## src/rtl/dvsrc_pkg.sv

```systemverilog
// dvsrc_pkg: constants, register layout and state types of the regulator
// control; assumes a single 50 MHz core clock.
package dvsrc_pkg;

    localparam int CLK_MHZ = 50;

    // register indices
    localparam logic [3:0] IDX_CODE_A = 4'h0;
    localparam logic [3:0] IDX_CODE_B = 4'h1;
    localparam logic [3:0] IDX_SET_ONE = 4'h2;
    localparam logic [3:0] IDX_SET_TWO = 4'h3;

    // bus address of the target port
    localparam logic [6:0] BUS_ADDR = 7'h50;

    // voltage codes, 5 mV per step above 0.5 V
    localparam int BASE_MV = 500;
    localparam int STEP_MV = 5;
    localparam int TOP_MV = 1300;
    localparam logic [7:0] MAX_CODE = 8'((TOP_MV - BASE_MV) / STEP_MV);
    localparam logic [7:0] CODE_A_RST = 8'h3c;
    localparam logic [7:0] CODE_B_RST = 8'h3c;

    // settings_reg_one fields
    localparam int S1_DISCH_BIT = 7;
    localparam int S1_MODE_B_BIT = 6;
    localparam int S1_MODE_A_BIT = 5;
    localparam int S1_RISE_LSB = 0;
    localparam logic [7:0] SET_ONE_RST = 8'hc0;

    // settings_reg_two fields
    localparam int S2_RAIL_A_BIT = 7;
    localparam int S2_RAIL_B_BIT = 6;
    localparam int S2_SS_LSB = 4;
    localparam int S2_FALL_LSB = 2;
    localparam int S2_DELAY_BIT = 1;
    localparam logic [7:0] SET_TWO_RST = 8'hc0;

    // start delay from enable to soft-start
    localparam int START_DELAY_LONG_US = 3000;
    localparam int START_DELAY_SHORT_US = 2000;
    localparam int START_DELAY_LONG_CYC = START_DELAY_LONG_US * CLK_MHZ;
    localparam int START_DELAY_SHORT_CYC = START_DELAY_SHORT_US * CLK_MHZ;
    localparam int DELAY_W = 18;

    // time per 5 mV step at code 0; each code step doubles it
    localparam int RISE_BASE_NS = 250;
    localparam int FALL_BASE_NS = 1000;
    localparam int SS_BASE_NS = 1000;
    localparam int STEP_W = 16;

    typedef enum logic [3:0] {
        DVSRC_IDLE, DVSRC_ADDR, DVSRC_ADDR_ACK, DVSRC_INDEX, DVSRC_INDEX_ACK,
        DVSRC_WDATA, DVSRC_WDATA_ACK, DVSRC_RDATA, DVSRC_RDATA_ACK
    } dvsrc_bus_state_t;

    typedef enum logic [1:0] {
        DVSRC_OFF, DVSRC_DELAY, DVSRC_SOFT, DVSRC_ON
    } dvsrc_pwr_state_t;

    function automatic logic [STEP_W-1:0] step_cycles(input int base_ns,
                                                       input logic [2:0] sel);
        int ns;
        ns = base_ns << sel;
        return STEP_W'(ns * CLK_MHZ / 1000);
    endfunction

endpackage

```

## src/rtl/dvsrc_ramp_if.sv

```systemverilog
// dvsrc_ramp_if: goal, pacing and progress between sequencer and stepper.
// assumes both ends run on the core clock.
`timescale 1ns/1ps
interface dvsrc_ramp_if;
    logic clear;
    logic [7:0] goal;
    logic [15:0] step_len;
    logic [7:0] current;
    logic falling;
    logic settled;
    modport ctrl (output clear, goal, step_len,
                  input current, falling, settled);
    modport stepper (input clear, goal, step_len,
                     output current, falling, settled);
endinterface

```

## src/rtl/dvsrc_sync.sv

```systemverilog
// dvsrc_sync: two-stage synchroniser for pins from outside the clock.
// assumes inputs are static levels or slow edges.
`timescale 1ns/1ps
module dvsrc_sync #(
    parameter int W = 4
) (
    input wire logic clk_in,
    input wire logic rst_b_in,
    input wire logic [W-1:0] async_in,
    output logic [W-1:0] sync_out
);
    logic [W-1:0] meta_reg;

    always_ff @(posedge clk_in or negedge rst_b_in) begin
        if (!rst_b_in) begin
            meta_reg <= '0;
            sync_out <= '0;
        end else begin
            meta_reg <= async_in;
            sync_out <= meta_reg;
        end
    end
endmodule // dvsrc_sync

```

## src/rtl/dvsrc_ramp.sv

```systemverilog
// dvsrc_ramp: moves the active code one step at a time toward the goal.
// assumes step_len of at least one cycle.
`timescale 1ns/1ps
module dvsrc_ramp (
    input wire logic clk_in,
    input wire logic rst_b_in,
    dvsrc_ramp_if.stepper rp
);
    logic [15:0] pace_reg;
    logic [7:0] code_reg;

    assign rp.current = code_reg;
    assign rp.falling = code_reg > rp.goal;
    assign rp.settled = code_reg == rp.goal;

    // one 5 mV step per step_len cycles
    always_ff @(posedge clk_in or negedge rst_b_in) begin
        if (!rst_b_in) begin
            pace_reg <= 16'h0000;
            code_reg <= 8'h00;
        end else if (rp.clear) begin
            pace_reg <= 16'h0000;
            code_reg <= 8'h00;
        end else if (code_reg == rp.goal) begin
            pace_reg <= 16'h0000;
        end else if (pace_reg + 16'h0001 >= rp.step_len) begin
            pace_reg <= 16'h0000;
            if (code_reg > rp.goal) begin
                code_reg <= code_reg - 8'h01;
            end else begin
                code_reg <= code_reg + 8'h01;
            end
        end else begin
            pace_reg <= pace_reg + 16'h0001;
        end
    end
endmodule // dvsrc_ramp

```

## src/rtl/dvsrc_top.sv

```systemverilog
// dvsrc_top: serial target port, setting registers and output sequencing
// of the step-down regulator control; assumes rst_b_in is the power-on
// reset and all pins are asynchronous to clk_in.
// Function
// - target is 0.5 V plus code times 5 mV, up to 1300 mV.
// - select pin high uses voltage_code_b, low uses voltage_code_a.
// - power-on reset loads both voltage codes with defaults.
// - with enable low the serial port still reads and writes registers.
// - all registers reset while supply is below threshold.
// - after enable, output ramps at the softstart_rate pace.
// - soft-start begins only on enable rise with selected rail enabled.
// - wait 3 ms or 2 ms from enable before soft-start.
// - out_discharge_enable set discharges output at shutdown.
// - enable low turns discharge path on by default.
// - rise pace from rise_rate, fall pace from fall_rate.
// - reset rates are 20 mV/us rising and 5 mV/us falling.
// - per-code mode bit picks forced PWM or power saving.
// - reset modes: code a automatic, code b forced PWM.
// - force PWM while the target moves downward.
// - data line changes only while clock is low.
// - data fall with clock high is start, rise is stop.
// - bytes are 8 bits, MSB first, then an acknowledge slot.
// - device acknowledges each received write byte low.
// - bus address 1010000, read/write bit last.
// - second byte gives register index in low four bits; auto increment.
`timescale 1ns/1ps
module dvsrc_top #(
    parameter int DELAY_LONG_CYC = dvsrc_pkg::START_DELAY_LONG_CYC,
    parameter int DELAY_SHORT_CYC = dvsrc_pkg::START_DELAY_SHORT_CYC
) (
    input wire logic clk_in,
    input wire logic rst_b_in,
    input wire logic en_pin_in,
    input wire logic rail_sel_pin_in,
    input wire logic scl_in,
    input wire logic sda_in,
    output logic sda_out,
    output logic sda_oe_out,
    output logic [7:0] target_code_out,
    output logic converter_on_out,
    output logic force_pwm_out,
    output logic discharge_on_out
);
    import dvsrc_pkg::*;

    dvsrc_ramp_if rp ();
    logic [3:0] pins_s;
    logic en_s, sel_s, scl_s, sda_s;
    logic en_d_reg, scl_d_reg, sda_d_reg;
    logic scl_rise, scl_fall, start_ev, stop_ev, en_rise;
    logic [7:0] code_a_reg, code_b_reg, set_one_reg, set_two_reg;
    dvsrc_bus_state_t bus_reg;
    logic [3:0] bit_cnt_reg;
    logic [7:0] shift_reg, tx_reg, rd_byte;
    logic [3:0] idx_reg;
    logic rw_reg, nack_reg;
    logic wr_pulse_reg;
    logic [3:0] wr_idx_reg;
    logic [7:0] wr_data_reg;
    dvsrc_pwr_state_t pwr_reg;
    logic [DELAY_W-1:0] delay_cnt_reg, delay_len_reg;
    logic [7:0] sel_code, sel_goal;
    logic sel_rail_en, sel_mode_pwm;
    logic [15:0] pace;
    function automatic logic [7:0] read_reg(input logic [3:0] idx,
        input logic [7:0] a, input logic [7:0] b,
        input logic [7:0] s1, input logic [7:0] s2);
        case (idx)
            IDX_CODE_A: return a;
            IDX_CODE_B: return b;
            IDX_SET_ONE: return s1;
            IDX_SET_TWO: return s2;
            default: return 8'h00;
        endcase
    endfunction

    assign rd_byte = read_reg(idx_reg, code_a_reg, code_b_reg,
        set_one_reg, set_two_reg);
    dvsrc_sync #(.W(4)) u_sync (
        .clk_in(clk_in),
        .rst_b_in(rst_b_in),
        .async_in({en_pin_in, rail_sel_pin_in, scl_in, sda_in}),
        .sync_out(pins_s)
    );

    assign en_s = pins_s[3];
    assign sel_s = pins_s[2];
    assign scl_s = pins_s[1];
    assign sda_s = pins_s[0];
    always_ff @(posedge clk_in or negedge rst_b_in) begin
        if (!rst_b_in) begin
            en_d_reg <= 1'b0;
            scl_d_reg <= 1'b1;
            sda_d_reg <= 1'b1;
        end else begin
            en_d_reg <= en_s;
            scl_d_reg <= scl_s;
            sda_d_reg <= sda_s;
        end
    end

    assign scl_rise = scl_s & ~scl_d_reg;
    assign scl_fall = ~scl_s & scl_d_reg;
    assign start_ev = scl_s & scl_d_reg & sda_d_reg & ~sda_s;
    assign stop_ev = scl_s & scl_d_reg & ~sda_d_reg & sda_s;
    assign en_rise = en_s & ~en_d_reg;

    // serial target; port works whatever the enable pin does
    always_ff @(posedge clk_in or negedge rst_b_in) begin
        if (!rst_b_in) begin
            bus_reg <= DVSRC_IDLE;
            bit_cnt_reg <= 4'h0;
            shift_reg <= 8'h00;
            tx_reg <= 8'h00;
            idx_reg <= 4'h0;
            rw_reg <= 1'b0;
            nack_reg <= 1'b0;
            sda_oe_out <= 1'b0;
            wr_pulse_reg <= 1'b0;
            wr_idx_reg <= 4'h0;
            wr_data_reg <= 8'h00;
        end else begin
            wr_pulse_reg <= 1'b0;
            if (start_ev) begin
                bus_reg <= DVSRC_ADDR;
                bit_cnt_reg <= 4'h0;
                sda_oe_out <= 1'b0;
            end else if (stop_ev) begin
                bus_reg <= DVSRC_IDLE;
                sda_oe_out <= 1'b0;
            end else if (scl_rise) begin
                case (bus_reg)
                    DVSRC_ADDR, DVSRC_INDEX, DVSRC_WDATA: begin
                        shift_reg <= {shift_reg[6:0], sda_s};
                        bit_cnt_reg <= bit_cnt_reg + 4'h1;
                    end
                    DVSRC_RDATA: begin
                        bit_cnt_reg <= bit_cnt_reg + 4'h1;
                    end
                    DVSRC_RDATA_ACK: begin
                        nack_reg <= sda_s;
                    end
                    default: begin
                    end
                endcase
            end else if (scl_fall) begin
                case (bus_reg)
                    DVSRC_ADDR: begin
                        if (bit_cnt_reg == 4'h8) begin
                            if (shift_reg[7:1] == BUS_ADDR) begin
                                bus_reg <= DVSRC_ADDR_ACK;
                                rw_reg <= shift_reg[0];
                                sda_oe_out <= 1'b1;
                            end else begin
                                bus_reg <= DVSRC_IDLE;
                            end
                        end
                    end
                    DVSRC_ADDR_ACK: begin
                        bit_cnt_reg <= 4'h0;
                        if (rw_reg) begin
                            bus_reg <= DVSRC_RDATA;
                            tx_reg <= rd_byte;
                            sda_oe_out <= ~rd_byte[7];
                            idx_reg <= idx_reg + 4'h1;
                        end else begin
                            bus_reg <= DVSRC_INDEX;
                            sda_oe_out <= 1'b0;
                        end
                    end
                    DVSRC_INDEX: begin
                        if (bit_cnt_reg == 4'h8) begin
                            bus_reg <= DVSRC_INDEX_ACK;
                            idx_reg <= shift_reg[3:0];
                            sda_oe_out <= 1'b1;
                        end
                    end
                    DVSRC_WDATA: begin
                        if (bit_cnt_reg == 4'h8) begin
                            bus_reg <= DVSRC_WDATA_ACK;
                            wr_pulse_reg <= 1'b1;
                            wr_idx_reg <= idx_reg;
                            wr_data_reg <= shift_reg;
                            sda_oe_out <= 1'b1;
                        end
                    end
                    DVSRC_INDEX_ACK, DVSRC_WDATA_ACK: begin
                        if (bus_reg == DVSRC_WDATA_ACK) begin
                            idx_reg <= idx_reg + 4'h1;
                        end
                        bus_reg <= DVSRC_WDATA;
                        bit_cnt_reg <= 4'h0;
                        sda_oe_out <= 1'b0;
                    end
                    DVSRC_RDATA: begin
                        if (bit_cnt_reg == 4'h8) begin
                            bus_reg <= DVSRC_RDATA_ACK;
                            sda_oe_out <= 1'b0;
                        end else begin
                            tx_reg <= {tx_reg[6:0], 1'b0};
                            sda_oe_out <= ~tx_reg[6];
                        end
                    end
                    DVSRC_RDATA_ACK: begin
                        if (nack_reg) begin
                            bus_reg <= DVSRC_IDLE;
                        end else begin
                            bus_reg <= DVSRC_RDATA;
                            bit_cnt_reg <= 4'h0;
                            tx_reg <= rd_byte;
                            sda_oe_out <= ~rd_byte[7];
                            idx_reg <= idx_reg + 4'h1;
                        end
                    end
                    default: begin
                        sda_oe_out <= 1'b0;
                    end
                endcase
            end
        end
    end

    assign sda_out = 1'b0;
    // setting registers; power-on reset restores defaults
    always_ff @(posedge clk_in or negedge rst_b_in) begin
        if (!rst_b_in) begin
            code_a_reg <= CODE_A_RST;
            code_b_reg <= CODE_B_RST;
            set_one_reg <= SET_ONE_RST;
            set_two_reg <= SET_TWO_RST;
        end else if (wr_pulse_reg) begin
            case (wr_idx_reg)
                IDX_CODE_A: code_a_reg <= wr_data_reg;
                IDX_CODE_B: code_b_reg <= wr_data_reg;
                IDX_SET_ONE: set_one_reg <= wr_data_reg;
                IDX_SET_TWO: set_two_reg <= wr_data_reg;
                default: begin
                end
            endcase
        end
    end

    // selected code and its options
    assign sel_code = sel_s ? code_b_reg : code_a_reg;
    assign sel_goal = (sel_code > MAX_CODE) ? MAX_CODE : sel_code;
    assign sel_rail_en = sel_s ? set_two_reg[S2_RAIL_B_BIT]
                               : set_two_reg[S2_RAIL_A_BIT];
    assign sel_mode_pwm = sel_s ? set_one_reg[S1_MODE_B_BIT]
                                : set_one_reg[S1_MODE_A_BIT];

    // power sequencing
    always_ff @(posedge clk_in or negedge rst_b_in) begin
        if (!rst_b_in) begin
            pwr_reg <= DVSRC_OFF;
            delay_cnt_reg <= '0;
            delay_len_reg <= '0;
        end else begin
            case (pwr_reg)
                DVSRC_OFF: begin
                    if (en_rise && sel_rail_en) begin
                        pwr_reg <= DVSRC_DELAY;
                        delay_cnt_reg <= '0;
                        delay_len_reg <= set_two_reg[S2_DELAY_BIT]
                            ? DELAY_W'(DELAY_SHORT_CYC)
                            : DELAY_W'(DELAY_LONG_CYC);
                    end
                end
                DVSRC_DELAY: begin
                    if (!en_s) begin
                        pwr_reg <= DVSRC_OFF;
                    end else if (delay_cnt_reg + 1'b1 >= delay_len_reg) begin
                        pwr_reg <= DVSRC_SOFT;
                    end else begin
                        delay_cnt_reg <= delay_cnt_reg + 1'b1;
                    end
                end
                DVSRC_SOFT: begin
                    if (!en_s || !sel_rail_en) begin
                        pwr_reg <= DVSRC_OFF;
                    end else if (rp.settled) begin
                        pwr_reg <= DVSRC_ON;
                    end
                end
                DVSRC_ON: begin
                    if (!en_s || !sel_rail_en) begin
                        pwr_reg <= DVSRC_OFF;
                    end
                end
                default: begin
                    pwr_reg <= DVSRC_OFF;
                end
            endcase
        end
    end

    // step pacing: soft-start, then rise or fall rate
    always_comb begin
        if (pwr_reg == DVSRC_SOFT) begin
            pace = step_cycles(SS_BASE_NS,
                {1'b0, set_two_reg[S2_SS_LSB +: 2]});
        end else if (rp.falling) begin
            pace = step_cycles(FALL_BASE_NS,
                {1'b0, set_two_reg[S2_FALL_LSB +: 2]});
        end else begin
            pace = step_cycles(RISE_BASE_NS,
                set_one_reg[S1_RISE_LSB +: 3]);
        end
    end

    assign rp.clear = (pwr_reg == DVSRC_OFF) || (pwr_reg == DVSRC_DELAY);
    assign rp.goal = sel_goal;
    assign rp.step_len = pace;

    dvsrc_ramp u_ramp (
        .clk_in(clk_in),
        .rst_b_in(rst_b_in),
        .rp(rp)
    );

    // outputs
    always_ff @(posedge clk_in or negedge rst_b_in) begin
        if (!rst_b_in) begin
            target_code_out <= 8'h00;
            converter_on_out <= 1'b0;
            force_pwm_out <= 1'b0;
            discharge_on_out <= 1'b0;
        end else begin
            target_code_out <= rp.current;
            converter_on_out <= pwr_reg inside {DVSRC_SOFT, DVSRC_ON};
            force_pwm_out <= sel_mode_pwm || rp.falling;
            discharge_on_out <= set_one_reg[S1_DISCH_BIT] &&
                (pwr_reg inside {DVSRC_OFF, DVSRC_DELAY});
        end
    end
endmodule // dvsrc_top

```

## config.mk

```make
export PLATFORM = sky130hd
export DESIGN_NAME = dvsrc_top
export DESIGN_NICKNAME = d
export VERILOG_FILES = /design/src/rtl/dvsrc_pkg.sv /design/src/rtl/dvsrc_ramp_if.sv /design/src/rtl/dvsrc_sync.sv /design/src/rtl/dvsrc_ramp.sv /design/src/rtl/dvsrc_top.sv
export SDC_FILE = /design/constraint.sdc
export NUM_CORES = 1
export LEC_CHECK = 0
export ABC_AREA = 1
export BUFFER_PORTS_ARGS = -buffer_cell sky130_fd_sc_hd__buf_2
export CAP_MARGIN = 20
export CORE_AREA = 2 2 164 166
export CTS_BUF_LIST = sky130_fd_sc_hd__clkbuf_8
export DETAILED_ROUTE_END_ITERATION = 10
export DIE_AREA = 0 0 166 168
export GPL_TIMING_DRIVEN = 0
export MAX_ROUTING_LAYER = met4
export PLACE_DENSITY_LB_ADDON = 0.3
export SYNTH_ARGS = -nofsm -noshare
export SYNTH_HDL_FRONTEND = slang
export SYNTH_SLANG_ARGS = --single-unit
```

## constraint.sdc

```tcl
create_clock -name clk_in -period 12.5 [get_ports clk_in]
set_input_delay 1.25 -clock clk_in [delete_from_list [all_inputs] [get_ports clk_in]]
set_output_delay 1.25 -clock clk_in [all_outputs]
set_load 0.02 [all_outputs]
```

==> run summary, run 1 <==
Measured on the finished design, the core utilization comes to 56.3%. The largest area contributor in the synthesized netlist was sky130_fd_sc_hd__dfrtp_1. The synthesis-to-layout area growth came out at 15.5%.

The synthesized netlist devotes 32.2% of its cell area to simple gates. At the pin with the least slew margin, the transition time is 0.966 ns. Tracing the worst setup path back leads to its startpoint at set_one_reg[1]$_DFFE_PN0P_. In this run the power density over the cells is 70.7 mW/mm^2.

Summing all non-filler instances in the final layout gives an area of 0.0148 sq mm. The worst setup path is captured at a flop. The routed design has 31300 um of wire. After synthesis, the share of cell area in mux cells is 0.312%.

After layout, the minimum clock period comes to 11.81 ns. Based on the critical path, the design can be clocked at up to 84.6 MHz. The portion of synthesized cell area occupied by the leading cell type was 25.3%.

In this run the tool buffered the top-level ports with 17 buffer cells. The largest individual stage delay along the critical path comes from the cell sky130_fd_sc_hd__fa_1. In the synthesized netlist the dominant register cell turns out to be sky130_fd_sc_hd__dfrtp_1.

In the global route stage, overall resource usage came out at 22.2%. CTS saw 144 sinks. After the last flow step, the layout net total stands at 2048.

The post-synthesis xor/xnor area fraction came out at 3.07%. The tools report the sequential power share as 45.7%. For the final number of max-transition violations, the log shows 0. Most numerous cell in the Yosys netlist: sky130_fd_sc_hd__nand2_1.

The floorplan die area is 0.0279 sq mm, and the worst slew margin relative to its limit is 35.0%. The net switching share of the total power was 27.2%; the via count of the first global-routing pass was 10900. During synthesis, Yosys emitted a total of 0 warnings. The first global-routing pass estimated 50800 um of wire. The first routing iteration left 787 violations. The core region is 0.0264 sq mm. During I/O placement, the number of pins put on the boundary was 19.

Counting the fill cells in the layout gives 2457. A synthesized cell averages 7.08 sq um. Number of flip-flops in the largest register: 18. The run gives 2 as the maximum root-to-sink buffer count. Via count normalized by instance count: 5.28. After technology mapping, the gate count stands at 1814. The floorplan step set the die height to 168 um. Clock-pin slew was measured on the worst setup and hold paths at 0.10 ns.

CTS placed an instance of sky130_fd_sc_hd__clkbuf_8 at the clock tree root. Counting flops with an async set or reset pin after synthesis yields a share of 100%. The number of search-and-repair iterations in the first detailed-routing pass is 8.

The startpoint identified for the worst hold timing path is u_sync.meta_reg[1]$_DFF_PN0_. TritonCTS created 17 clock buffers. Detailed routing inserted a total of 11900 vias.

Summing the areas of all fa, ha and maj instances in the mapped netlist gives 13.5% of the synthesized area. The run gives 0 as the initial antenna violation count. Before CTS, the worst setup slack after placement is -0.381 ns.

TritonCTS built the clock tree. The maximum fanout along the worst path was 10; the post-synthesis instance area was 0.0128 sq mm. Clock skew after layout: 0.0220 ns. The number of cells on the worst reg-to-reg path is 92, and the count of max-cap constraint violations is 0. The logs give 0 for the number of antenna-violating nets in the routed design and 83 for the maximum number of pins on one net before global-route repair. The tools report the internal power summed over all cells as 764 uW.

The commonest cells after synthesis are sky130_fd_sc_hd__nand2_1 (408), sky130_fd_sc_hd__inv_1 (262), sky130_fd_sc_hd__nor2_1 (158). The logs give 48.8% for the starting density of the core and 0.00363 sq mm for the area used by sequential logic in the layout. Global routing finished with a remaining overflow of 0. Detailed placement finished with a half-perimeter wire length of 23400 um. In the finished design, the share of the clock period the worst path needs comes to 94.5%. Of the total power, combinational logic draws 11.9%. Summed over all failing endpoints, the final setup total negative slack is 0 ns.

The congestion estimate from routability-driven global placement came to 0.896. Synthesis instantiated 62 different standard cells from the library. The post-synthesis compound-gate area fraction was 12.9%; the placed cell area was 0.0134 sq mm. In the routed design, unresolved DRC markers number 0. The arrival time at the worst endpoint is 12.21 ns, and the count of cells along the worst hold path is 0. The classification of the worst setup path is reg -> reg. The worst path setup slack after routing is 0.686 ns. The ratio of cells with drive above 1 in the final layout was 19.1%; the sequential fraction of the synthesis area was 28.2%.

The detail-routed net length per standard cell is 13.9 um. For this design the static power due to leakage is 0.00756 uW. The tools report the final count of hold timing violations as 0. On the final layout, the worst hold slack is 0.349 ns.

The type of the worst min-delay path is reg -> reg. In this run the core area contains 60 standard-cell rows. The multi-input combinational cells in the finished layout cover a total of 0.00848 sq mm. The number of synthesized register bits is 144, and the number of enable flip-flop cells after synthesis is 0.

The tools report the net switching power as 285 uW. Counting stages on the worst path, the most repeated cell is sky130_fd_sc_hd__nand2_1. Sorting the synthesized cells by area gives the leading types as sky130_fd_sc_hd__dfrtp_1 (25%), sky130_fd_sc_hd__ha_1 (12%), sky130_fd_sc_hd__nand2_1 (12%). The clock tree synthesis step divided the H-tree into 4 levels. Required time reported for the critical path endpoint: 12.89 ns. The peak per-stage delay on the critical path was 0.52 ns; the count of antenna diodes in the layout was 0.

The startpoint identified for the worst register-to-register timing path is set_one_reg[1]$_DFFE_PN0P_. The peak supply drop came out at 0.124 mV. The count of endpoints failing setup in the final report is 0, and the die extent in x is 166 um. Dominant combinational cell family by area after synthesis: simple AND/OR/NAND/NOR gates. STA classifies the critical path startpoint as a flop. The clock latency of the later-clocked register in the worst-skew pair is 0.46 ns. The flow ran to the end, and the final reports show no timing, DRC or antenna violations. The run gives 42.5% as the proportion of power drawn by the clock network.
[final cells by class]
cell class / count / area share (%)
Timing Repair Buffer: 71 / 3.47
Clock buffer: 18 / 1.67
Clock inverter: 14 / 1.54
Multi-Input combinational cell: 1346 / 57.1
Sequential cell: 144 / 24.4
Inverter: 302 / 7.69
Tap cell: 341 / 2.88
Buffer: 26 / 1.17
[worst max-delay path, delay by kind of cell, from the launching register on]
kind            cells  cell delay, ns
simple gates       58            5.93
compound gates     15            2.36
fa+ha+maj           5            1.74
buf+inv            14            1.30
flops               1            0.41
[layer usage]
metal | wire, um | share of wire, % | global-route usage, % | up-vias
met5 | 0 | 0 | - | -
met4 | 446 | 1.4 | 5.86 | 0
met3 | 960 | 3.1 | 2.26 | 44
met2 | 15800 | 50 | 37.8 | 228
met1 | 14100 | 45 | 28.3 | 5575
li1 | - | - | - | 6095
[path summary, 6_finish.rpt]
kind,endpoint,slack (ns)
setup / recovery,u_ramp.pace_reg[12]$_DFF_PN0_,0.69
max in group asynchronous,set_one_reg[2]$_DFFE_PN0P_,10.90
min in group asynchronous,delay_cnt_reg[7]$_DFFE_PN0P_,0.75
hold / removal,u_sync.sync_out[1]$_DFF_PN0_,0.35
hold reg to reg,u_sync.sync_out[1]$_DFF_PN0_,0.35
setup reg to reg,u_ramp.pace_reg[12]$_DFF_PN0_,0.69
[power groups by stage]
stage / Sequential, uW / Combinational [uW] / Clock, uW
6_report: 479 / 125 / 445
3_3_place_gp: 488 / 104 / 0
5_1_grt: 480 / 141 / 472
3_5_place_dp: 487 / 108 / 0
2_1_floorplan: 487 / 78.0 / 0
4_1_cts: 479 / 109 / 452
[kinds of logic (layout without fill, tap and decap cells)]
group                      count (synthesis)  in the layout
adders and majority gates                134            134
and+or+nand+nor                          880            881
other                                      1              5
AOI/OAI and AO/OA                        277            277
DFF                                      144            144
xor gates and xnor gates                  45             45
buffers and inverters                    329            431
muxes                                      4              4
[layout by cell type, fill, tap and decap left out, types with 15 or more instances in the layout]
master                       n
sky130_fd_sc_hd__nor2_2     21
sky130_fd_sc_hd__a21oi_1    48
sky130_fd_sc_hd__nand3_1   123
sky130_fd_sc_hd__clkbuf_1   16
sky130_fd_sc_hd__buf_2      16
sky130_fd_sc_hd__inv_2      38
sky130_fd_sc_hd__nor3_1     25
sky130_fd_sc_hd__nand2_1   380
sky130_fd_sc_hd__o21ai_2    15
sky130_fd_sc_hd__nor2_4     16
sky130_fd_sc_hd__nor2_1    143
sky130_fd_sc_hd__nand2_2    56
sky130_fd_sc_hd__ha_1      123
sky130_fd_sc_hd__nand4_1    31
sky130_fd_sc_hd__clkbuf_8   18
sky130_fd_sc_hd__nand2_4    21
sky130_fd_sc_hd__xor2_1     42
sky130_fd_sc_hd__o21ai_0   117
sky130_fd_sc_hd__inv_1     260
sky130_fd_sc_hd__buf_4      55
sky130_fd_sc_hd__dfrtp_1   128
sky130_fd_sc_hd__nand3_2    30
[per-stage QoR]
step           instances  power [uW]
6_report            2262        1050
3_5_place_dp        2177         596
5_1_grt             2262        1090
4_1_cts             2208        1040
2_1_floorplan       1818         565
3_3_place_gp        2176         592
[repair_timing]
action / in CTS / in global routing
endpoints found under the setup margin: 18 / 21
resized for setup: 7 / 141
pin swaps: 0 / 69
cloned: 0 / 1
setup buffers: 0 / 53
hold buffers: 0 / 0
(Power assumes the default switching activity.)
==> run 2, diff against run 1 <==
Settings changed: ABC_AREA 1 to not set, CORE_AREA 2 2 164 166 to 2 2 166 168, DIE_AREA 0 0 166 168 to 0 0 168 170, SETUP_SLACK_MARGIN set to 0.02.
==> run 2 against run 1 <==
The flow now finishes with violations (setup timing). Combinational power down 49%. Non-clock buffer count increased by 103. Sequential power increased by 5.0%. Worst setup slack got worse by 1.7 ns. Global-route usage up 3.0 points. Utilization is 6.6 points higher. Critical path depth shrank 25. Die area is 2.4% higher. Critical endpoint is now u_ramp.rp.current[7]$_DFFE_PN0P_.
==> run summary, run 2 <==
Top cells by area in the synthesized netlist: sky130_fd_sc_hd__dfrtp_1 (24%), sky130_fd_sc_hd__ha_1 (12%), sky130_fd_sc_hd__mux2_2 (5.1%) (was sky130_fd_sc_hd__dfrtp_1 (25%), sky130_fd_sc_hd__ha_1 (12%), sky130_fd_sc_hd__nand2_1 (12%)). The tools report the count of endpoints failing setup in the final report as 21 (was 0). Number of DRC markers in iteration 0: 1155 (was 787). The TritonCTS buffer count was 17 (unchanged).

The minimum period implied by the final worst setup slack was 13.49 ns (was 11.81 ns). The wire length reported by the detailed router was 37100 um (was 31300 um); the half-perimeter wire length after detailed placement was 24700 um (was 23400 um). Classification of the worst setup path: reg -> reg (unchanged). Minimum setup slack among reg-to-reg paths: -0.99 ns (was 0.69 ns).

The level count of the clock H-tree was 4 (unchanged); the floorplan die area was 0.0286 sq mm (was 0.0279 sq mm). Starting density of the core: 49.8% (was 48.8%). Origin of the critical flop-to-flop path: set_one_reg[2]$_DFFE_PN0P_ (was set_one_reg[1]$_DFFE_PN0P_). The commonest register cell after synthesis was sky130_fd_sc_hd__dfrtp_1 (unchanged). Type of origin of the critical path: a flop (unchanged). The global-route total usage across every layer is 25.2% (was 22.2%), and the number of antenna-violating nets in the routed design is 0 (unchanged). The die extent in x is 168 um (was 166 um), and the last weighted congestion value of the routability-driven placer is 0.905 (was 0.896). Clock transition at the registers of the reported paths: 0.09 ns (was 0.10 ns).

The maximum fanout along the worst path works out to 5 (was 10). Number of synthesized register bits: 144 (unchanged). The logs give 2041 (was 2262) for the post-route non-filler standard cell count and 1507 (was 1814) for the instance count of the mapped netlist. The setup slack after placement is -2.11 ns (was -0.381 ns).

The number of enable flip-flop cells after synthesis was 0 (unchanged); the global-route congestion overflow total was 0 (unchanged). The total number of cells along the worst setup path is 67 (was 92). The post-detailed-route DRC marker count came out at 0 (unchanged).

The end point of the critical path is u_ramp.rp.current[7]$_DFFE_PN0P_ (was u_ramp.pace_reg[12]$_DFF_PN0_). Worst slew margin relative to its limit: 34.8% (was 35.0%). The clock net sink count was 144 (unchanged); the maximum number of pins on one net before global-route repair was 91 (was 83). The total via count in the routed design is 12500 (was 11900).

The number of I/O pins came out at 19 (unchanged). The count of cells along the worst hold path was 0 (unchanged). The reg-to-reg endpoint is u_ramp.rp.current[7]$_DFFE_PN0P_ (was u_ramp.pace_reg[12]$_DFF_PN0_). The count of port buffers added during placement was 17 (unchanged); the count of yosys warnings during synthesis was 0 (unchanged). For the number of buffers inserted for hold repair after clock tree synthesis, the log shows 0 (unchanged). The most common cell after layout, fill and taps aside was sky130_fd_sc_hd__nand2_1 (unchanged). The final number of max-transition violations came out at 0 (unchanged). The portion of synthesized cell area occupied by the leading cell type works out to 24.5% (was 25.3%).

The master of the slowest instance on the critical path is sky130_fd_sc_hd__or4_4 (was sky130_fd_sc_hd__fa_1). The worst hold slack was 0.353 ns (was 0.349 ns); the via count normalized by instance count was 6.11 (was 5.28). The largest area contributor in the synthesized netlist is sky130_fd_sc_hd__dfrtp_1 (unchanged). The number of flip-flops in the largest register came out at 18 (unchanged). Beginning of the critical path: set_one_reg[2]$_DFFE_PN0P_ (was set_one_reg[1]$_DFFE_PN0P_). The peak per-stage delay on the critical path works out to 0.62 ns (was 0.52 ns). The cell count after placement was 1872 (was 2177). The share of flip-flops with an asynchronous set or reset after synthesis was 100% (unchanged); the worst path setup slack after routing was -0.992 ns (was 0.686 ns). The detail-routed net length per standard cell is 18.2 um (was 13.9 um), and the clock latency of the later-clocked register in the worst-skew pair is 0.46 ns (about the same).

The placeable core region was 0.0267 sq mm (was 0.0264 sq mm); the synthesis-to-layout area growth was 26.2% (was 15.5%). For the maximum root-to-sink buffer count, the log shows 2 (unchanged). Final cycle utilization of the critical path: 108% (was 94.5%). Most numerous cell in the Yosys netlist: sky130_fd_sc_hd__nand2_1 (unchanged).

The number of inserted filler cells in the final layout was 2119 (was 2457). TritonCTS built the clock tree. The run gives 0 (unchanged) as the count of antenna diodes in the layout. Clock tree root buffer cell: sky130_fd_sc_hd__clkbuf_8 (unchanged). Most numerous cell types in the synthesized netlist: sky130_fd_sc_hd__nand2_1 (159), sky130_fd_sc_hd__dfrtp_1 (130), sky130_fd_sc_hd__ha_1 (127) (was sky130_fd_sc_hd__nand2_1 (408), sky130_fd_sc_hd__inv_1 (262), sky130_fd_sc_hd__nor2_1 (158)).

The arrival time at the worst endpoint was 13.84 ns (was 12.21 ns); the clock skew after layout was 0.0157 ns (was 0.0220 ns). The first-pass GRT wire length was 57800 um (was 50800 um). Vertical extent of the die: 170 um (was 168 um). The fmax was 74.1 MHz (was 84.6 MHz). Peak supply drop: 0.0917 mV (was 0.124 mV). Top library cells by usage in the layout, fill and taps aside: sky130_fd_sc_hd__nand2_1 (149), sky130_fd_sc_hd__dfrtp_1 (127), sky130_fd_sc_hd__ha_1 (119), sky130_fd_sc_hd__buf_4 (116), sky130_fd_sc_hd__nor2_1 (114) (was sky130_fd_sc_hd__nand2_1 (380), sky130_fd_sc_hd__inv_1 (260), sky130_fd_sc_hd__nor2_1 (143), sky130_fd_sc_hd__dfrtp_1 (128)). The average cell area after synthesis was 8.81 sq um (was 7.08 sq um); the required time reported for the critical path endpoint was 12.85 ns (was 12.89 ns).

The sequential fraction of the synthesis area was 27.3% (was 28.2%). Distinct cell type count after synthesis: 121 (was 62). Count of max-cap constraint violations: 0 (unchanged). The type of the worst min-delay path is reg -> reg (unchanged). Total power after layout: 924 uW (was 1050 uW). The final reports fail on setup timing. The flow ran to the end, but the final reports show violations. Setup repair after global routing could not meet its margin everywhere. The kind of capture point of the worst setup path is a flop (unchanged).

The final count of hold timing violations was 0 (unchanged); the number of nets at the end of the flow was 1827 (was 2048). The buffers plus inverters on the worst setup path is 9 (was 14), and the final core utilization is 62.9% (was 56.3%). The initial antenna violation count was 0 (unchanged). Transition at the pin with the smallest max-transition slack: 0.978 ns (was 0.966 ns).

The leakage power total was 0.00738 uW (was 0.00756 uW); the power density relative to cell area was 55.1 mW/mm^2 (was 70.7 mW/mm^2). The number of cells on the worst reg-to-reg path works out to 67 (was 92). The post-synthesis instance area is 0.0133 sq mm (was 0.0128 sq mm). The via count of the first global-routing pass came out at 11800 (was 10900).

Ratio of cells with drive above 1 in the final layout: 29.9% (was 19.1%). Critical path's top delay family: compound AO/OA/AOI/OAI gates (was simple AND/OR/NAND/NOR gates). The logs give 60 (unchanged) for the total number of placement rows and 6 (was 8) for the number of search-and-repair iterations in the first detailed-routing pass.
-- run 2: changes by cell type in the layout (fill, tap and decap cells not counted), sizes merged, moves of 54 or more --
cell / previous run / this run
nand2: 458 / 160
inv: 304 / 63
nand3: 161 / 44
buf: 80 / 165
mux2: 0 / 60
nor2: 180 / 126
-- run 2: layer usage --
| metal | vias to the layer above | GRT usage (%) | share of wire [%] |
|---|---|---|---|
| met1 | 6077 | 32.1 | 44 |
| li1 | 5919 | - | - |
| met5 | - | - | 0 |
| met2 | 391 | 42.3 | 49 |
| met4 | 0 | 6.62 | 2.2 |
| met3 | 89 | 3.56 | 4.3 |
-- run 2: layout make-up --
type | count | area (sq um) | share of cell area (%)
Sequential cell | 144 | 3620 | 21.6
Tap cell | 341 | 427 | 2.54
Clock inverter | 15 | 146 | 0.873
Timing Repair Buffer | 157 | 1290 | 7.71
Inverter | 56 | 228 | 1.36
Buffer | 43 | 243 | 1.45
Multi-Input combinational cell | 1268 | 10600 | 63.1
Clock buffer | 17 | 234 | 1.40
-- run 2: power by group --
group	total (uW)	leakage (uW)	internal (uW)	switching (uW)
logic	63.4	0.00528	26.7	36.7
registers	503	0.00191	483	20.4
clock network	358	0.000188	162	195
-- run 2: worst min-delay path by stage --
stage / from / to / slack, ns
global route: u_sync.meta_reg[3]$_DFF_PN0_ / u_sync.sync_out[3]$_DFF_PN0_ / 0.36
global placement: u_sync.meta_reg[1]$_DFF_PN0_ / u_sync.sync_out[1]$_DFF_PN0_ / 0.33
detailed placement: u_sync.meta_reg[3]$_DFF_PN0_ / u_sync.sync_out[3]$_DFF_PN0_ / 0.34
floorplan: u_sync.meta_reg[0]$_DFF_PN0_ / u_sync.sync_out[0]$_DFF_PN0_ / 0.33
CTS: u_sync.meta_reg[3]$_DFF_PN0_ / u_sync.sync_out[3]$_DFF_PN0_ / 0.36
finish: u_sync.meta_reg[1]$_DFF_PN0_ / u_sync.sync_out[1]$_DFF_PN0_ / 0.35
-- run 2: what timing repair did --
| item | CTS | global route |
|---|---|---|
| pin swaps | 59 | 59 |
| setup buffers | 87 | 47 |
| resized for setup | 138 | 99 |
| setup endpoints to repair | 21 | 21 |
| cloned | 2 | 1 |
-- run 2: cell families after synthesis --
kind of cell	synth area share, %
simple gates	19.5
compound gates	24.8
flops	27.3
fa+ha+maj	13.1
buf+inv	2.97
mux	7.18
xor+xnor	5.12
other cells	0.0282
-- run 2: stage by stage --
| stage | TNS, ns | area, sq um |
|---|---|---|
| final | -18.57 | 16800 |
| after global placement | -39.25 | 14000 |
| after CTS | -10.54 | 15900 |
| after floorplan | 0 | 13500 |
| after detailed placement | -40.88 | 14100 |
| after global routing | -29.85 | 16800 |
==> run 3, diff against run 2 <==
Settings changed: ABC_AREA set to 1, CORE_AREA 2 2 166 168 to 2 2 164 166, DIE_AREA 0 0 168 170 to 0 0 166 168.
==> run 3 against run 2 <==
The flow now finishes without violations. Wire length is 15% lower. Count of clock-buffer cells in the layout up 1. Cell count rose by 11%. Critical path depth grew 25. Non-clock buffer count down 103. Critical path type unchanged. Largest cell class unchanged.
==> run summary, run 3 (same netlist as run 1, synthesis figures left out) <==
The die extent in x works out to 166 um (was 168 um). Top library cells by usage in the layout, fill and taps aside: sky130_fd_sc_hd__nand2_1 (383), sky130_fd_sc_hd__inv_1 (260), sky130_fd_sc_hd__nor2_1 (148), sky130_fd_sc_hd__dfrtp_1 (128), sky130_fd_sc_hd__nand3_1 (126) (was sky130_fd_sc_hd__nand2_1 (149), sky130_fd_sc_hd__dfrtp_1 (127), sky130_fd_sc_hd__ha_1 (119), sky130_fd_sc_hd__buf_4 (116), sky130_fd_sc_hd__nor2_1 (114)). The run gives 10900 (was 11800) as the via count of the first global-routing pass.

The type of the worst min-delay path was reg -> reg (unchanged). The part of the power in combinational logic is 11.8% (was 6.9%), and the net switching power is 284 uW (was 252 uW). The fmax is 85.0 MHz (was 74.1 MHz). Number of I/O pins: 19 (unchanged).

The run gives 15900 um (was 18200 um) as the met2 wirelength from detailed routing. The first-pass GRT wire length is 50700 um (was 57800 um). Reg-to-reg endpoint: u_ramp.rp.current[5]$_DFFE_PN0P_ (was u_ramp.rp.current[7]$_DFFE_PN0P_). The run gives 60 (unchanged) as the total number of placement rows. The tools report the clock tree root buffer cell as sky130_fd_sc_hd__clkbuf_8 (unchanged). The clock net sink count came out at 144 (unchanged). The number of buffers inserted for hold repair after clock tree synthesis is 0 (unchanged), and the required time reported for the critical path endpoint is 12.84 ns (was 12.85 ns).

The peak per-stage delay on the critical path is 0.52 ns (was 0.62 ns), and the number of flip-flops in the largest register is 18 (unchanged). The placeable core region was 0.0264 sq mm (was 0.0267 sq mm); the wire length on met3 was 895 um (was 1610 um). The final cycle utilization of the critical path is 94.1% (was 108%), and the TritonCTS buffer count is 17 (unchanged).

The run gives 22.2% (was 25.2%) as the global-route total usage across every layer. The flow ran to the end, and the final reports show no timing, DRC or antenna violations. The global-route congestion overflow total was 0 (unchanged). For the minimum setup slack among reg-to-reg paths, the log shows 0.74 ns (was -0.99 ns). The master of the slowest instance on the critical path is sky130_fd_sc_hd__fa_1 (was sky130_fd_sc_hd__or4_4). The run gives 785 (was 1155) as the number of DRC markers in iteration 0. The tools report the number of search-and-repair iterations in the first detailed-routing pass as 5 (was 6). The initial antenna violation count came out at 0 (unchanged). The final setup TNS is 0 ns (was -18.57 ns), and the worst slew margin relative to its limit is 38.9% (was 34.8%).

Type of origin of the critical path: a flop (unchanged). The most common cell after layout, fill and taps aside was sky130_fd_sc_hd__nand2_1 (unchanged). The arrival time at the worst endpoint is 12.10 ns (was 13.84 ns). The sequential power share came out at 45.7% (was 54.5%). The clock transition at the registers of the reported paths is 0.10 ns (was 0.09 ns), and the total via count in the routed design is 12000 (was 12500).

Power density relative to cell area: 70.9 mW/mm^2 (was 55.1 mW/mm^2). The tools report the hold path endpoint as u_sync.sync_out[1]$_DFF_PN0_ (unchanged). The tools report the origin of the worst min-delay path as u_sync.meta_reg[1]$_DFF_PN0_ (unchanged). The count of port buffers added during placement came out at 17 (unchanged). The tools report the setup slack after placement as -0.381 ns (was -2.11 ns).

The net switching share of the total power is 27.1% (was 27.3%), and the total number of cells along the worst setup path is 92 (was 67). Maximum root-to-sink buffer count: 2 (unchanged). TritonCTS built the clock tree. The logs give 763 uW (was 672 uW) for the internal power summed over all cells and 48.8% (was 49.8%) for the starting density of the core. The tools report the final count of hold timing violations as 0 (unchanged). The detail-routed net length per standard cell works out to 13.9 um (was 18.2 um). The cell type with the highest occurrence count on the critical path is sky130_fd_sc_hd__nand2_1. The post-detailed-route DRC marker count was 0 (unchanged); the synthesis-to-layout area growth was 15.0% (was 26.2%).

For the peak supply drop, the log shows 0.125 mV (was 0.0917 mV). Half-perimeter wire length after detailed placement: 23400 um (was 24700 um). The critical path's top delay family is simple AND/OR/NAND/NOR gates (was compound AO/OA/AOI/OAI gates). The run gives 0.0217 ns (was 0.0157 ns) as the clock skew after layout. The minimum period implied by the final worst setup slack is 11.76 ns (was 13.49 ns), and the proportion of power drawn by the clock network is 42.5% (was 38.7%). The count of max-cap constraint violations was 0 (unchanged). Transition at the pin with the smallest max-transition slack: 0.908 ns (was 0.978 ns).

The worst hold slack is 0.348 ns (was 0.353 ns). The tools report the origin of the critical flop-to-flop path as set_one_reg[1]$_DFFE_PN0P_ (was set_one_reg[2]$_DFFE_PN0P_). For the number of nets at the end of the flow, the log shows 2048 (was 1827).

The count of cells along the worst hold path was 0 (unchanged). The count of antenna diodes in the layout is 0 (unchanged), and the floorplan die area is 0.0279 sq mm (was 0.0286 sq mm). The number of cells on the worst reg-to-reg path is 92 (was 67), and the via count normalized by instance count is 5.29 (was 6.11). The classification of the worst setup path was reg -> reg (unchanged). The tools report the leakage power total as 0.00754 uW (was 0.00738 uW).

Vertical extent of the die: 168 um (was 170 um). The last weighted congestion value of the routability-driven placer was 0.896 (was 0.905). The count of endpoints failing setup in the final report was 0 (was 21). The maximum fanout along the worst path is 8 (was 5), and the number of antenna-violating nets in the routed design is 0 (unchanged). Clock latency of the later-clocked register in the worst-skew pair: 0.46 ns (about the same). The kind of capture point of the worst setup path was a flop (unchanged). The wire length reported by the detailed router is 31500 um (was 37100 um), and the buffers plus inverters on the worst setup path is 14 (was 9). The tools report the worst path setup slack after routing as 0.741 ns (was -0.992 ns). The highest signal layer in the routed design was met4 (unchanged). The final number of max-transition violations is 0 (unchanged), and the maximum number of pins on one net before global-route repair is 83 (was 91).

Ratio of cells with drive above 1 in the final layout: 18.5% (was 29.9%). The run gives 14200 um (was 16400 um) as the post-route met1 wirelength. The run gives 4 (unchanged) as the level count of the clock H-tree.
[run 3: area by class of cell]
class                           instances  area (sq um)
Timing Repair Buffer                   72           523
Clock inverter                         14           228
Buffer                                 25           159
Tap cell                              341           427
Multi-Input combinational cell       1346          8410
Fill cell                            2474         11600
Sequential cell                       144          3630
Inverter                              302          1140
Clock buffer                           18           248
[run 3: power groups by stage]
stage | logic (uW) | registers (uW) | clock network, uW
2_1_floorplan | 78.0 | 487 | 0
3_3_place_gp | 104 | 488 | 0
4_1_cts | 109 | 479 | 452
5_1_grt | 140 | 480 | 472
3_5_place_dp | 108 | 487 | 0
6_report | 124 | 479 | 445
[run 3: worst max path at each step]
stage	to	start
final	u_ramp.rp.current[5]$_DFFE_PN0P_	set_one_reg[1]$_DFFE_PN0P_
after global routing	u_ramp.rp.current[6]$_DFFE_PN0P_	set_one_reg[1]$_DFFE_PN0P_
after CTS	u_ramp.rp.current[4]$_DFFE_PN0P_	set_one_reg[1]$_DFFE_PN0P_
after detailed placement	u_ramp.rp.current[4]$_DFFE_PN0P_	set_one_reg[2]$_DFFE_PN0P_
after global placement	u_ramp.rp.current[4]$_DFFE_PN0P_	u_sync.sync_out[2]$_DFF_PN0_
after floorplan	u_ramp.rp.current[4]$_DFFE_PN0P_	set_one_reg[2]$_DFFE_PN0P_
[run 3: worst register-to-register path, delay by kind of cell, from the launching register on]
kind / cells / cell delay [ns]
and+or+nand+nor: 56 / 5.52
AOI/OAI and AO/OA: 17 / 2.62
DFF: 1 / 0.41
adders and majority gates: 5 / 1.74
buffers and inverters: 14 / 1.37
[run 3: what timing repair did]
action | in CTS | in global routing
cloned | 0 | 2
setup buffers | 0 | 53
setup endpoints to repair | 18 | 21
gates resized for setup | 7 | 120
pin swaps | 0 | 60
[run 3: through the flow]
stage / util (%) / instance area (sq um) / power (uW) / instances
final: 56.0 / 14800 / 1050 / 2262
after global routing: 56.0 / 14800 / 1090 / 2262
after CTS: 52.7 / 13900 / 1040 / 2207
after detailed placement: 50.9 / 13400 / 596 / 2177
after global placement: 50.8 / 13400 / 592 / 2176
after floorplan: - / 12900 / 565 / 1818
[run 3: metal layers]
| layer | track usage, % | vias to the layer above |
|---|---|---|
| met4 | 5.86 | 0 |
| met5 | - | - |
| li1 | - | 6086 |
| met3 | 2.26 | 52 |
| met1 | 28.4 | 5602 |
| met2 | 37.7 | 228 |
